## src/common/sup_pkg.sv

```systemverilog
// constants and types shared by the supervisor and its input filters
package sup_pkg;

    // ----------------------------------------------------------------
    // clock
    // ----------------------------------------------------------------
    localparam int CLK_PERIOD_NS = 50;

    // ----------------------------------------------------------------
    // times in their own units, and the cycle counts derived from them
    // ----------------------------------------------------------------
    // reset timeout after supply trip or manual or watchdog reset
    localparam int POR_TIMEOUT_MIN_MS = 130;
    localparam int POR_TIMEOUT_MS = 200;
    localparam int POR_TIMEOUT_MAX_MS = 270;
    localparam int POR_TIMEOUT_CYCLES =
        (POR_TIMEOUT_MS * 1_000_000) / CLK_PERIOD_NS;
    // watchdog period on the serial data line
    localparam real WDOG_PERIOD_S = 1.6;
    localparam int WDOG_PERIOD_CYCLES =
        int'(WDOG_PERIOD_S * 1.0e9 / CLK_PERIOD_NS);
    // longest internal program cycle, rounded down
    localparam int PROGRAM_CYCLE_TIME_MS = 10;
    localparam int PROGRAM_CYCLE_CYCLES =
        (PROGRAM_CYCLE_TIME_MS * 1_000_000) / CLK_PERIOD_NS;
    // glitch width rejected on the reset pins, rounded up
    localparam int RESET_PULSE_FILTER_WIDTH_NS = 100;
    localparam int RESET_PULSE_FILTER_CYCLES =
        (RESET_PULSE_FILTER_WIDTH_NS + CLK_PERIOD_NS - 1) / CLK_PERIOD_NS;
    // noise width suppressed on the serial clock and data, rounded up
    localparam int INPUT_NOISE_FILTER_NS = 200;
    localparam int INPUT_NOISE_FILTER_CYCLES =
        (INPUT_NOISE_FILTER_NS + CLK_PERIOD_NS - 1) / CLK_PERIOD_NS;

    // ----------------------------------------------------------------
    // widths and values after reset
    // ----------------------------------------------------------------
    localparam int CNT_W = 32;
    localparam int FILT_CNT_W = 8;
    localparam logic RST_N_PIN_IDLE = 1'b1;
    localparam logic RST_PIN_IDLE = 1'b0;
    localparam logic SDA_IDLE = 1'b1;
    localparam logic SCL_IDLE = 1'b1;
    localparam logic [CNT_W-1:0] CNT_ZERO = 32'h0000_0000;
    localparam logic [CNT_W-1:0] CNT_ONE = 32'h0000_0001;

    // ----------------------------------------------------------------
    // supervisor states
    // ----------------------------------------------------------------
    typedef enum logic [1:0] {
        ST_UNDERVOLT,
        ST_TIMEOUT,
        ST_FORCED,
        ST_RUN
    } sup_state_t;

endpackage

```

## src/common/filter_if.sv

```systemverilog
// filtered input line between a pin filter and the supervisor
`timescale 1ns/1ps
`default_nettype none
interface filter_if;
    logic raw;
    logic filt;
    logic rise;
    logic fall;
    modport filter (input raw, output filt, output rise, output fall);
    modport user (output raw, input filt, input rise, input fall);
endinterface
`default_nettype wire

```

## src/rtl/supply_reset_watchdog_supervisor.sv

```systemverilog
// reset supervisor, watchdog and memory write gating of the serial memory
//
// Behaviour
// - hold both resets from supply trip through the timeout after supply recovers
// - after the timeout, stop driving both reset pins
// - supply dropping below trip level asserts both resets at once
// - an externally forced reset level that begins while running starts and holds our reset condition
// - active-low pin restarts timeout on rise, active-high pin on fall
// - reset pin pulses up to 100 ns never start a reset
// - no data line transition for 1.6 s triggers a reset
// - every data line edge clears the watchdog; host must toggle it
// - watchdog counter held at zero while any reset is active
// - build option removes watchdog resets, keeps supply and manual ones
// - write protect high makes the whole array read only
// - no array writes while the supply is below the trip level
// - while a reset is active, ignore accesses and send no acknowledge
// - program cycle starts at the write stop, ends within 10 ms
// - bus interface disabled during the program cycle
// - noise up to 200 ns on clock and data is not a bus event
`timescale 1ns/1ps
`default_nettype none
module supply_reset_watchdog_supervisor
    import sup_pkg::*;
#(
    parameter int POR_CYC = POR_TIMEOUT_CYCLES,
    parameter int WDOG_CYC = WDOG_PERIOD_CYCLES,
    parameter int PROG_CYC = PROGRAM_CYCLE_CYCLES,
    parameter int RST_FILT_CYC = RESET_PULSE_FILTER_CYCLES,
    parameter int BUS_FILT_CYC = INPUT_NOISE_FILTER_CYCLES,
    parameter bit WATCHDOG_EN = 1'b1
) (
    input wire logic clk_i,
    input wire logic rst_i,
    input wire logic supply_ok_i,
    input wire logic write_prot_i,
    input wire logic rst_n_pin_i,
    output logic rst_n_pin_o,
    output logic rst_n_pin_oe_o,
    input wire logic rst_pin_i,
    output logic rst_pin_o,
    output logic rst_pin_oe_o,
    input wire logic sda_i,
    input wire logic scl_i,
    input wire logic write_stop_i,
    output logic sda_filt_o,
    output logic scl_filt_o,
    output logic reset_active_o,
    output logic bus_enable_o,
    output logic write_allow_o,
    output logic program_busy_o
);

    // ----------------------------------------------------------------
    // declarations
    // ----------------------------------------------------------------
    filter_if rst_n_line ();
    filter_if rst_line ();
    filter_if sda_line ();
    filter_if scl_line ();

    sup_state_t state_r;
    sup_state_t state_nxt;
    logic [CNT_W-1:0] tmo_cnt_r;
    logic [CNT_W-1:0] wdog_cnt_r;
    logic [CNT_W-1:0] prog_cnt_r;
    logic supply_meta_r;
    logic supply_ok_r;
    logic wp_meta_r;
    logic wp_r;
    logic drive_r;
    logic rst_n_val_r;
    logic rst_val_r;
    logic reset_active_r;
    logic bus_enable_r;
    logic write_allow_r;
    logic busy_r;
    logic sda_filt_r;
    logic scl_filt_r;
    logic wdog_expire;
    logic pin_forced;
    logic pin_release;
    logic tmo_done;
    logic resetting;
    logic write_ok;

    // true once a counter has reached its limit
    function automatic logic reached(input logic [CNT_W-1:0] cnt,
                                     input int limit);
        reached = (cnt >= CNT_W'(limit));
    endfunction

    // ----------------------------------------------------------------
    // input conditioning
    // ----------------------------------------------------------------
    assign rst_n_line.raw = rst_n_pin_i;
    assign rst_line.raw = rst_pin_i;
    assign sda_line.raw = sda_i;
    assign scl_line.raw = scl_i;

    // reset pins reject short glitches
    pin_filter #(.STABLE_CYC(RST_FILT_CYC), .INIT(RST_N_PIN_IDLE))
    u_rst_n_filt (
        .clk_i(clk_i),
        .rst_i(rst_i),
        .line(rst_n_line.filter)
    );

    pin_filter #(.STABLE_CYC(RST_FILT_CYC), .INIT(RST_PIN_IDLE))
    u_rst_filt (
        .clk_i(clk_i),
        .rst_i(rst_i),
        .line(rst_line.filter)
    );

    // bus lines suppress noise pulses before anyone sees them
    pin_filter #(.STABLE_CYC(BUS_FILT_CYC), .INIT(SDA_IDLE))
    u_sda_filt (
        .clk_i(clk_i),
        .rst_i(rst_i),
        .line(sda_line.filter)
    );

    pin_filter #(.STABLE_CYC(BUS_FILT_CYC), .INIT(SCL_IDLE))
    u_scl_filt (
        .clk_i(clk_i),
        .rst_i(rst_i),
        .line(scl_line.filter)
    );

    // supply comparator and write protect cross in through two flops
    always_ff @(posedge clk_i or posedge rst_i) begin
        if (rst_i) begin
            supply_meta_r <= 1'b0;
            supply_ok_r <= 1'b0;
            wp_meta_r <= 1'b0;
            wp_r <= 1'b0;
        end else begin
            supply_meta_r <= supply_ok_i;
            supply_ok_r <= supply_meta_r;
            wp_meta_r <= write_prot_i;
            wp_r <= wp_meta_r;
        end
    end

    // ----------------------------------------------------------------
    // reset sequencer
    // ----------------------------------------------------------------
    // external active level seen on either pin while released
    assign pin_forced = (rst_n_line.filt == 1'b0) || (rst_line.filt == 1'b1);
    // manual release edges: low pin rising, high pin falling
    assign pin_release = rst_n_line.rise || rst_line.fall;
    assign tmo_done = reached(tmo_cnt_r, POR_CYC - 1);
    assign resetting = (state_r != ST_RUN);

    // next state of the sequencer
    always_comb begin
        state_nxt = state_r;
        unique case (state_r)
            ST_UNDERVOLT: begin
                if (supply_ok_r) begin
                    state_nxt = ST_TIMEOUT;
                end
            end
            ST_TIMEOUT: begin
                if (tmo_done) begin
                    state_nxt = ST_RUN;
                end
            end
            ST_FORCED: begin
                if (pin_release && !pin_forced) begin
                    state_nxt = ST_TIMEOUT;
                end
            end
            ST_RUN: begin
                // onset only: our released drive lingers in the filters
                if (rst_n_line.fall || rst_line.rise) begin
                    state_nxt = ST_FORCED;
                end else if (wdog_expire) begin
                    state_nxt = ST_TIMEOUT;
                end
            end
        endcase
        // a supply trip overrides every other state
        if (!supply_ok_r) begin
            state_nxt = ST_UNDERVOLT;
        end
    end

    // state register
    always_ff @(posedge clk_i or posedge rst_i) begin
        if (rst_i) begin
            state_r <= ST_UNDERVOLT;
        end else begin
            state_r <= state_nxt;
        end
    end

    // reset timeout counter, restarted on every entry
    always_ff @(posedge clk_i or posedge rst_i) begin
        if (rst_i) begin
            tmo_cnt_r <= CNT_ZERO;
        end else if (state_r != ST_TIMEOUT || state_nxt != ST_TIMEOUT) begin
            tmo_cnt_r <= CNT_ZERO;
        end else begin
            tmo_cnt_r <= tmo_cnt_r + CNT_ONE;
        end
    end

    // ----------------------------------------------------------------
    // watchdog
    // ----------------------------------------------------------------
    // expiry only exists when the watchdog is built
    assign wdog_expire = WATCHDOG_EN && reached(wdog_cnt_r, WDOG_CYC);

    // counts idle time on the data line
    always_ff @(posedge clk_i or posedge rst_i) begin
        if (rst_i) begin
            wdog_cnt_r <= CNT_ZERO;
        end else if (!WATCHDOG_EN || resetting) begin
            wdog_cnt_r <= CNT_ZERO;
        end else if (sda_line.rise || sda_line.fall) begin
            wdog_cnt_r <= CNT_ZERO;
        end else if (!wdog_expire) begin
            wdog_cnt_r <= wdog_cnt_r + CNT_ONE;
        end
    end

    // ----------------------------------------------------------------
    // memory write gating and program cycle
    // ----------------------------------------------------------------
    // writes need no protect, good supply and no reset
    assign write_ok = !wp_r && supply_ok_r && !resetting;

    // program cycle timer started by the stop ending a write
    always_ff @(posedge clk_i or posedge rst_i) begin
        if (rst_i) begin
            busy_r <= 1'b0;
            prog_cnt_r <= CNT_ZERO;
        end else if (busy_r) begin
            if (reached(prog_cnt_r, PROG_CYC - 1)) begin
                busy_r <= 1'b0;
                prog_cnt_r <= CNT_ZERO;
            end else begin
                prog_cnt_r <= prog_cnt_r + CNT_ONE;
            end
        end else if (write_stop_i && write_ok && bus_enable_r) begin
            busy_r <= 1'b1;
            prog_cnt_r <= CNT_ZERO;
        end
    end

    // registered permissions for the serial slave
    always_ff @(posedge clk_i or posedge rst_i) begin
        if (rst_i) begin
            reset_active_r <= 1'b1;
            bus_enable_r <= 1'b0;
            write_allow_r <= 1'b0;
        end else begin
            reset_active_r <= resetting;
            // no answers while reset or programming
            bus_enable_r <= !resetting && !busy_r;
            write_allow_r <= write_ok && !busy_r;
        end
    end

    // filtered bus lines handed on to the slave
    always_ff @(posedge clk_i or posedge rst_i) begin
        if (rst_i) begin
            sda_filt_r <= SDA_IDLE;
            scl_filt_r <= SCL_IDLE;
        end else begin
            sda_filt_r <= sda_line.filt;
            scl_filt_r <= scl_line.filt;
        end
    end

    // ----------------------------------------------------------------
    // reset pin drivers
    // ----------------------------------------------------------------
    // both pins driven in undervolt and timeout; released otherwise
    always_ff @(posedge clk_i or posedge rst_i) begin
        if (rst_i) begin
            drive_r <= 1'b1;
            rst_n_val_r <= 1'b0;
            rst_val_r <= 1'b1;
        end else begin
            // forced state leaves the pins to the external source
            drive_r <= (state_nxt == ST_UNDERVOLT) ||
                       (state_nxt == ST_TIMEOUT);
            rst_n_val_r <= 1'b0;
            rst_val_r <= 1'b1;
        end
    end

    assign rst_n_pin_o = rst_n_val_r;
    assign rst_n_pin_oe_o = ~drive_r; // low while driving
    assign rst_pin_o = rst_val_r;
    assign rst_pin_oe_o = ~drive_r; // low while driving
    assign reset_active_o = reset_active_r;
    assign bus_enable_o = bus_enable_r;
    assign write_allow_o = write_allow_r;
    assign program_busy_o = busy_r;
    assign sda_filt_o = sda_filt_r;
    assign scl_filt_o = scl_filt_r;

endmodule
`default_nettype wire

```

## src/rtl/pin_filter.sv

```systemverilog
// two-flop synchroniser and stability filter for one pin
`timescale 1ns/1ps
`default_nettype none
module pin_filter
    import sup_pkg::*;
#(
    parameter int STABLE_CYC = 2,
    parameter logic INIT = 1'b1
) (
    input wire logic clk_i,
    input wire logic rst_i,
    filter_if.filter line
);

    logic meta_r;
    logic sync_r;
    logic filt_r;
    logic rise_r;
    logic fall_r;
    logic [FILT_CNT_W-1:0] cnt_r;

    // ----------------------------------------------------------------
    // synchroniser
    // ----------------------------------------------------------------
    // first stage is read only by the second stage
    always_ff @(posedge clk_i or posedge rst_i) begin
        if (rst_i) begin
            meta_r <= INIT;
            sync_r <= INIT;
        end else begin
            meta_r <= line.raw;
            sync_r <= meta_r;
        end
    end

    // ----------------------------------------------------------------
    // stability filter
    // ----------------------------------------------------------------
    // a new level is taken after STABLE_CYC+1 differing samples
    always_ff @(posedge clk_i or posedge rst_i) begin
        if (rst_i) begin
            cnt_r <= '0;
            filt_r <= INIT;
            rise_r <= 1'b0;
            fall_r <= 1'b0;
        end else begin
            rise_r <= 1'b0;
            fall_r <= 1'b0;
            if (sync_r == filt_r) begin
                cnt_r <= '0;
            end else if (cnt_r == FILT_CNT_W'(STABLE_CYC)) begin
                cnt_r <= '0;
                filt_r <= sync_r;
                rise_r <= sync_r;
                fall_r <= ~sync_r;
            end else begin
                cnt_r <= cnt_r + 1'b1;
            end
        end
    end

    assign line.filt = filt_r;
    assign line.rise = rise_r;
    assign line.fall = fall_r;

endmodule
`default_nettype wire

```

## config.mk

```make
export PLATFORM = sky130hd
export DESIGN_NAME = supply_reset_watchdog_supervisor
export DESIGN_NICKNAME = d
export VERILOG_FILES = /design/src/common/sup_pkg.sv /design/src/common/filter_if.sv /design/src/rtl/supply_reset_watchdog_supervisor.sv /design/src/rtl/pin_filter.sv
export SDC_FILE = /design/constraint.sdc
export NUM_CORES = 1
export LEC_CHECK = 0
export ABC_AREA = 1
export BUFFER_PORTS_ARGS = -buffer_cell sky130_fd_sc_hd__buf_2
export CAP_MARGIN = 10
export CELL_PAD_IN_SITES_DETAIL_PLACEMENT = 2
export CELL_PAD_IN_SITES_GLOBAL_PLACEMENT = 2
export CORE_MARGIN = 3
export CORE_UTILIZATION = 30
export DETAILED_ROUTE_END_ITERATION = 7
export PLACE_DENSITY_LB_ADDON = 0.1
export SLEW_MARGIN = 15
export SYNTH_ARGS = -nofsm -noshare
export SYNTH_HDL_FRONTEND = slang
export SYNTH_SLANG_ARGS = --single-unit
```

## constraint.sdc

```tcl
create_clock -name clk_i -period 4.1 [get_ports clk_i]
set_input_delay 0 -clock clk_i [delete_from_list [all_inputs] [get_ports clk_i]]
set_output_delay 0 -clock clk_i [all_outputs]
set_load 0.05 [all_outputs]
```

==> flow_summary.json <==
{
  "drt_iter0_drc": 233,
  "crit_fanout": 21,
  "grt_start_max_net_pins": 83,
  "synth_top_family_by_area": "simple AND/OR/NAND/NOR gates",
  "coreArea_um2": 25300,
  "grt_setup_unrepaired": "false",
  "intPower_mw": 2.66,
  "seqCellArea_um2": 4000,
  "synth_area_per_cell_um2": 8.28,
  "report.final.slew_viol_count": 0,
  "final_antenna_net_count": 0,
  "h-tree-depth": 4,
  "drc": 0,
  "fin_crit_ns": 2.20,
  "grt_pass1_wl_um": 35400,
  "p_per_area_nw_per_um2": 435,
  "cp.arrival_ns": 2.51,
  "synth_compound_area_frac": 0.0575,
  "synth-seq-area-share": 0.514,
  "start_util": 0.307,
  "switching_power_mw": 1.22,
  "fin_skew_ns": 0.0154,
  "seqPwrFrac": 0.461,
  "cts.sinks": 159,
  "synth_simple_gate_area_frac": 0.279,
  "timing.final.crit_share": 0.538,
  "cts_tree": "built",
  "die_w_um": 167,
  "hp-class": "primary input to register",
  "via_per_inst": 4.67,
  "synthCells": 939,
  "place.gp.congestion": 0.725,
  "grt_overflow": 0,
  "ys_ff_latch": 159,
  "max_freq_mhz": 454,
  "worstSetupStartpointType": "register",
  "synthMuxAreaShare": 0.00145,
  "numCtsBuffers": 17,
  "synth_top_area_share": 0.470,
  "grt_pass1_vias": 6878,
  "synth_fa_ha_area_frac": 0.0193,
  "fin_setup_tns_ns": 0,
  "cts_buffer_depth": 2,
  "worstSkewPairLatency_ns": 0.43,
  "ios": 19,
  "synth_edf_count": 0,
  "synth_xor_area_frac": 0.0496,
  "avgRoutedWirePerCell_um": 15.5,
  "synth_flop_cell": "dfrtp_1",
  "worst_slew_pin_slew_ns": 0.848,
  "grtUsageMet2": 0.266,
  "fp-row-count": 58,
  "num_antenna_cells": 0,
  "yosysTopAreaCell": "dfrtp_1",
  "multi_input_area_um2": 3210,
  "grt_use_total": 0.155,
  "area_growth_pct": 14.9,
  "vias": 6182,
  "io_buffer_count": 16,
  "async_reset_ff_frac": 1.00,
  "comb_power_share": 0.119,
  "critical_path_class": "register to register",
  "dr.pass1.iters": 4,
  "clockRootBuffer": "clkbuf_16",
  "grt_busiest_layer": "met2",
  "synthDistinctLibCells": 43,
  "antenna_found_initial": 0,
  "vdd_ir_drop_max_uv": 252,
  "fin_nets": 1003,
  "required_ns": 4.40,
  "fp.dieH_um": 167,
  "p_clk_frac": 0.420,
  "hold_violations": 0,
  "clk_pin_slew_ns": 0.08,
  "switching_share": 0.314,
  "wl_um": 20500,
  "n_fill_cell": 2890,
  "end_kind": "register",
  "grt_use_met1": 0.204,
  "ys_top_cells_by_area": "dfrtp_1 (47%), nand2_1 (8.6%), nor2_1 (8.4%)",
  "maxCapViolCount": 0,
  "dp_hpwl_um": 14600,
  "syn_area_um2": 7770,
  "drive_above_1_share": 0.0965,
  "setup_viol": 0,
  "maxSlewHeadroom": 0.433,
  "yosysWarnings": 0,
  "die_area_um2": 27900,
  "status": "completed",
  "final_area_um2": 8930,
  "use_met3": 0.0316,
  "placed_area_um2": 8240,
  "leakagePower_nw": 3.92
}
-- final timing paths --
| kind | startpoint | to | slack, ns | depth (start not counted) |
|---|---|---|---|---|
| worst min-delay path | sda_i | u_sda_filt.meta_r$_DFF_PP1_ | 0.20 | 2 |
| min in group asynchronous | rst_i | prog_cnt_r[9]$_DFFE_PP0P_ | 0.29 | 3 |
| worst max-delay path | state_r[1]$_DFF_PP0_ | prog_cnt_r[6]$_DFFE_PP0P_ | 1.90 | 7 |
| worst min register to register | supply_meta_r$_DFF_PP0_ | supply_ok_r$_DFF_PP0_ | 0.35 | 0 |
| max in group asynchronous | rst_i | tmo_cnt_r[12]$_DFF_PP0_ | 2.74 | 4 |
| worst max register to register | state_r[1]$_DFF_PP0_ | prog_cnt_r[6]$_DFFE_PP0P_ | 1.90 | 7 |
-- critical path, stage by stage (launching register included) --
cell and delay (ns):
dfrtp_1 0.39, nand2_1 0.16, inv_1 0.64, nand4_1 0.23
nand2_1 0.16, clkinv_1 0.28, nand2_1 0.12, o21ai_0 0.10
-- power by group through the flow --
stage	clock, mW	sequential, mW	combinational [mW]
after floorplan	0	1.84	0.294
after global placement	0	1.82	0.457
after detailed placement	0	1.82	0.469
after CTS	1.70	1.79	0.481
after global routing	1.76	1.81	0.540
final	1.63	1.79	0.462
-- stage by stage --
stage	total power [mW]	util	worst slack [ns]	hold slack (ns)	instances
6_report	3.88	0.353	1.90	0.204	1325
5_1_grt	4.12	0.353	1.65	0.187	1325
4_1_cts	3.97	0.353	1.86	0.177	1325
3_5_place_dp	2.29	0.325	1.87	0.107	1285
3_3_place_gp	2.28	0.325	1.97	0.106	1285
2_1_floorplan	2.14	-	2.10	0.00448	949
-- metal layers --
layer / vias to the layer above / wire [um]
met2: 32 / 10000
met3: 12 / 356
met4: 0 / 182
met5: - / 0
li1: 3061 / -
met1: 3077 / 9940
-- registers in the layout (all words and copies together) (netlist names), 2 cells and up --
register / cells
u_sda_filt.cnt_r: 8
wdog_cnt_r: 32
tmo_cnt_r: 32
prog_cnt_r: 32
u_rst_n_filt.cnt_r: 8
u_rst_filt.cnt_r: 8
u_scl_filt.cnt_r: 8
state_r: 2
-- layout by cell type, fill, tap and decap left out, types with 2 or more instances in the layout --
cell type and n:
dfstp_2 13, nor2_1 173, clkbuf_16 17, or2_2 2
o22ai_1 4, nor3_1 40, dlygate4sd3_1 8, nand2_1 178
ha_1 12, nand3_1 56, nor3b_1 2, nor4_1 6
inv_1 123, o21ai_0 37, buf_2 16, conb_1 12
clkinv_8 6, o21ai_2 11, xnor2_1 17, nand2_2 6
nand4_1 31, buf_4 5, inv_6 6, a31oi_1 3
dfrtp_1 146, inv_8 2, a21oi_1 17, xor2_1 27
-- final cells by class --
cell class / instances / area share
sequential: 159 / 0.447
multi-input combinational: 647 / 0.359
inverter: 127 / 0.0541
clock buffer: 17 / 0.0476
tap: 330 / 0.0462
timing repair buffer: 30 / 0.0244
clock inverter: 15 / 0.0211
-- repair_timing --
item / CTS / global route
hold buffers: 8 / 0
setup buffers: 0 / 0
resized for setup: 0 / 0
hold endpoints to repair: 35 / 0
-- cell families (layout without fill, tap and decap cells) --
family                   after synthesis  count (layout)
AND/OR/NAND/NOR                      501             501
flip-flops                           159             159
buffers and inverters                143             189
AO/OA/AOI/OAI                         77              77
XOR/XNOR                              44              44
adder cells (fa/ha/maj)               12              12
other                                  2              12
multiplexers                           1               1
-- cell usage after synthesis (3+ instances only) --
| cell type | n |
|---|---|
| nand2_1 | 178 |
| nor2_1 | 173 |
| dfrtp_1 | 146 |
| inv_1 | 124 |
| nand3_1 | 56 |
| nor3_1 | 40 |
| o21ai_0 | 37 |
| nand4_1 | 31 |
| xor2_1 | 27 |
| a21oi_1 | 17 |
| xnor2_1 | 17 |
| dfstp_2 | 13 |
| ha_1 | 12 |
| o21ai_2 | 11 |
| nand2_2 | 6 |
| nor4_1 | 6 |
| buf_2 | 4 |
| buf_4 | 4 |
| o22ai_1 | 4 |
| a31oi_1 | 3 |
| clkbuf_1 | 3 |
Power figures use the tool's default switching activity.
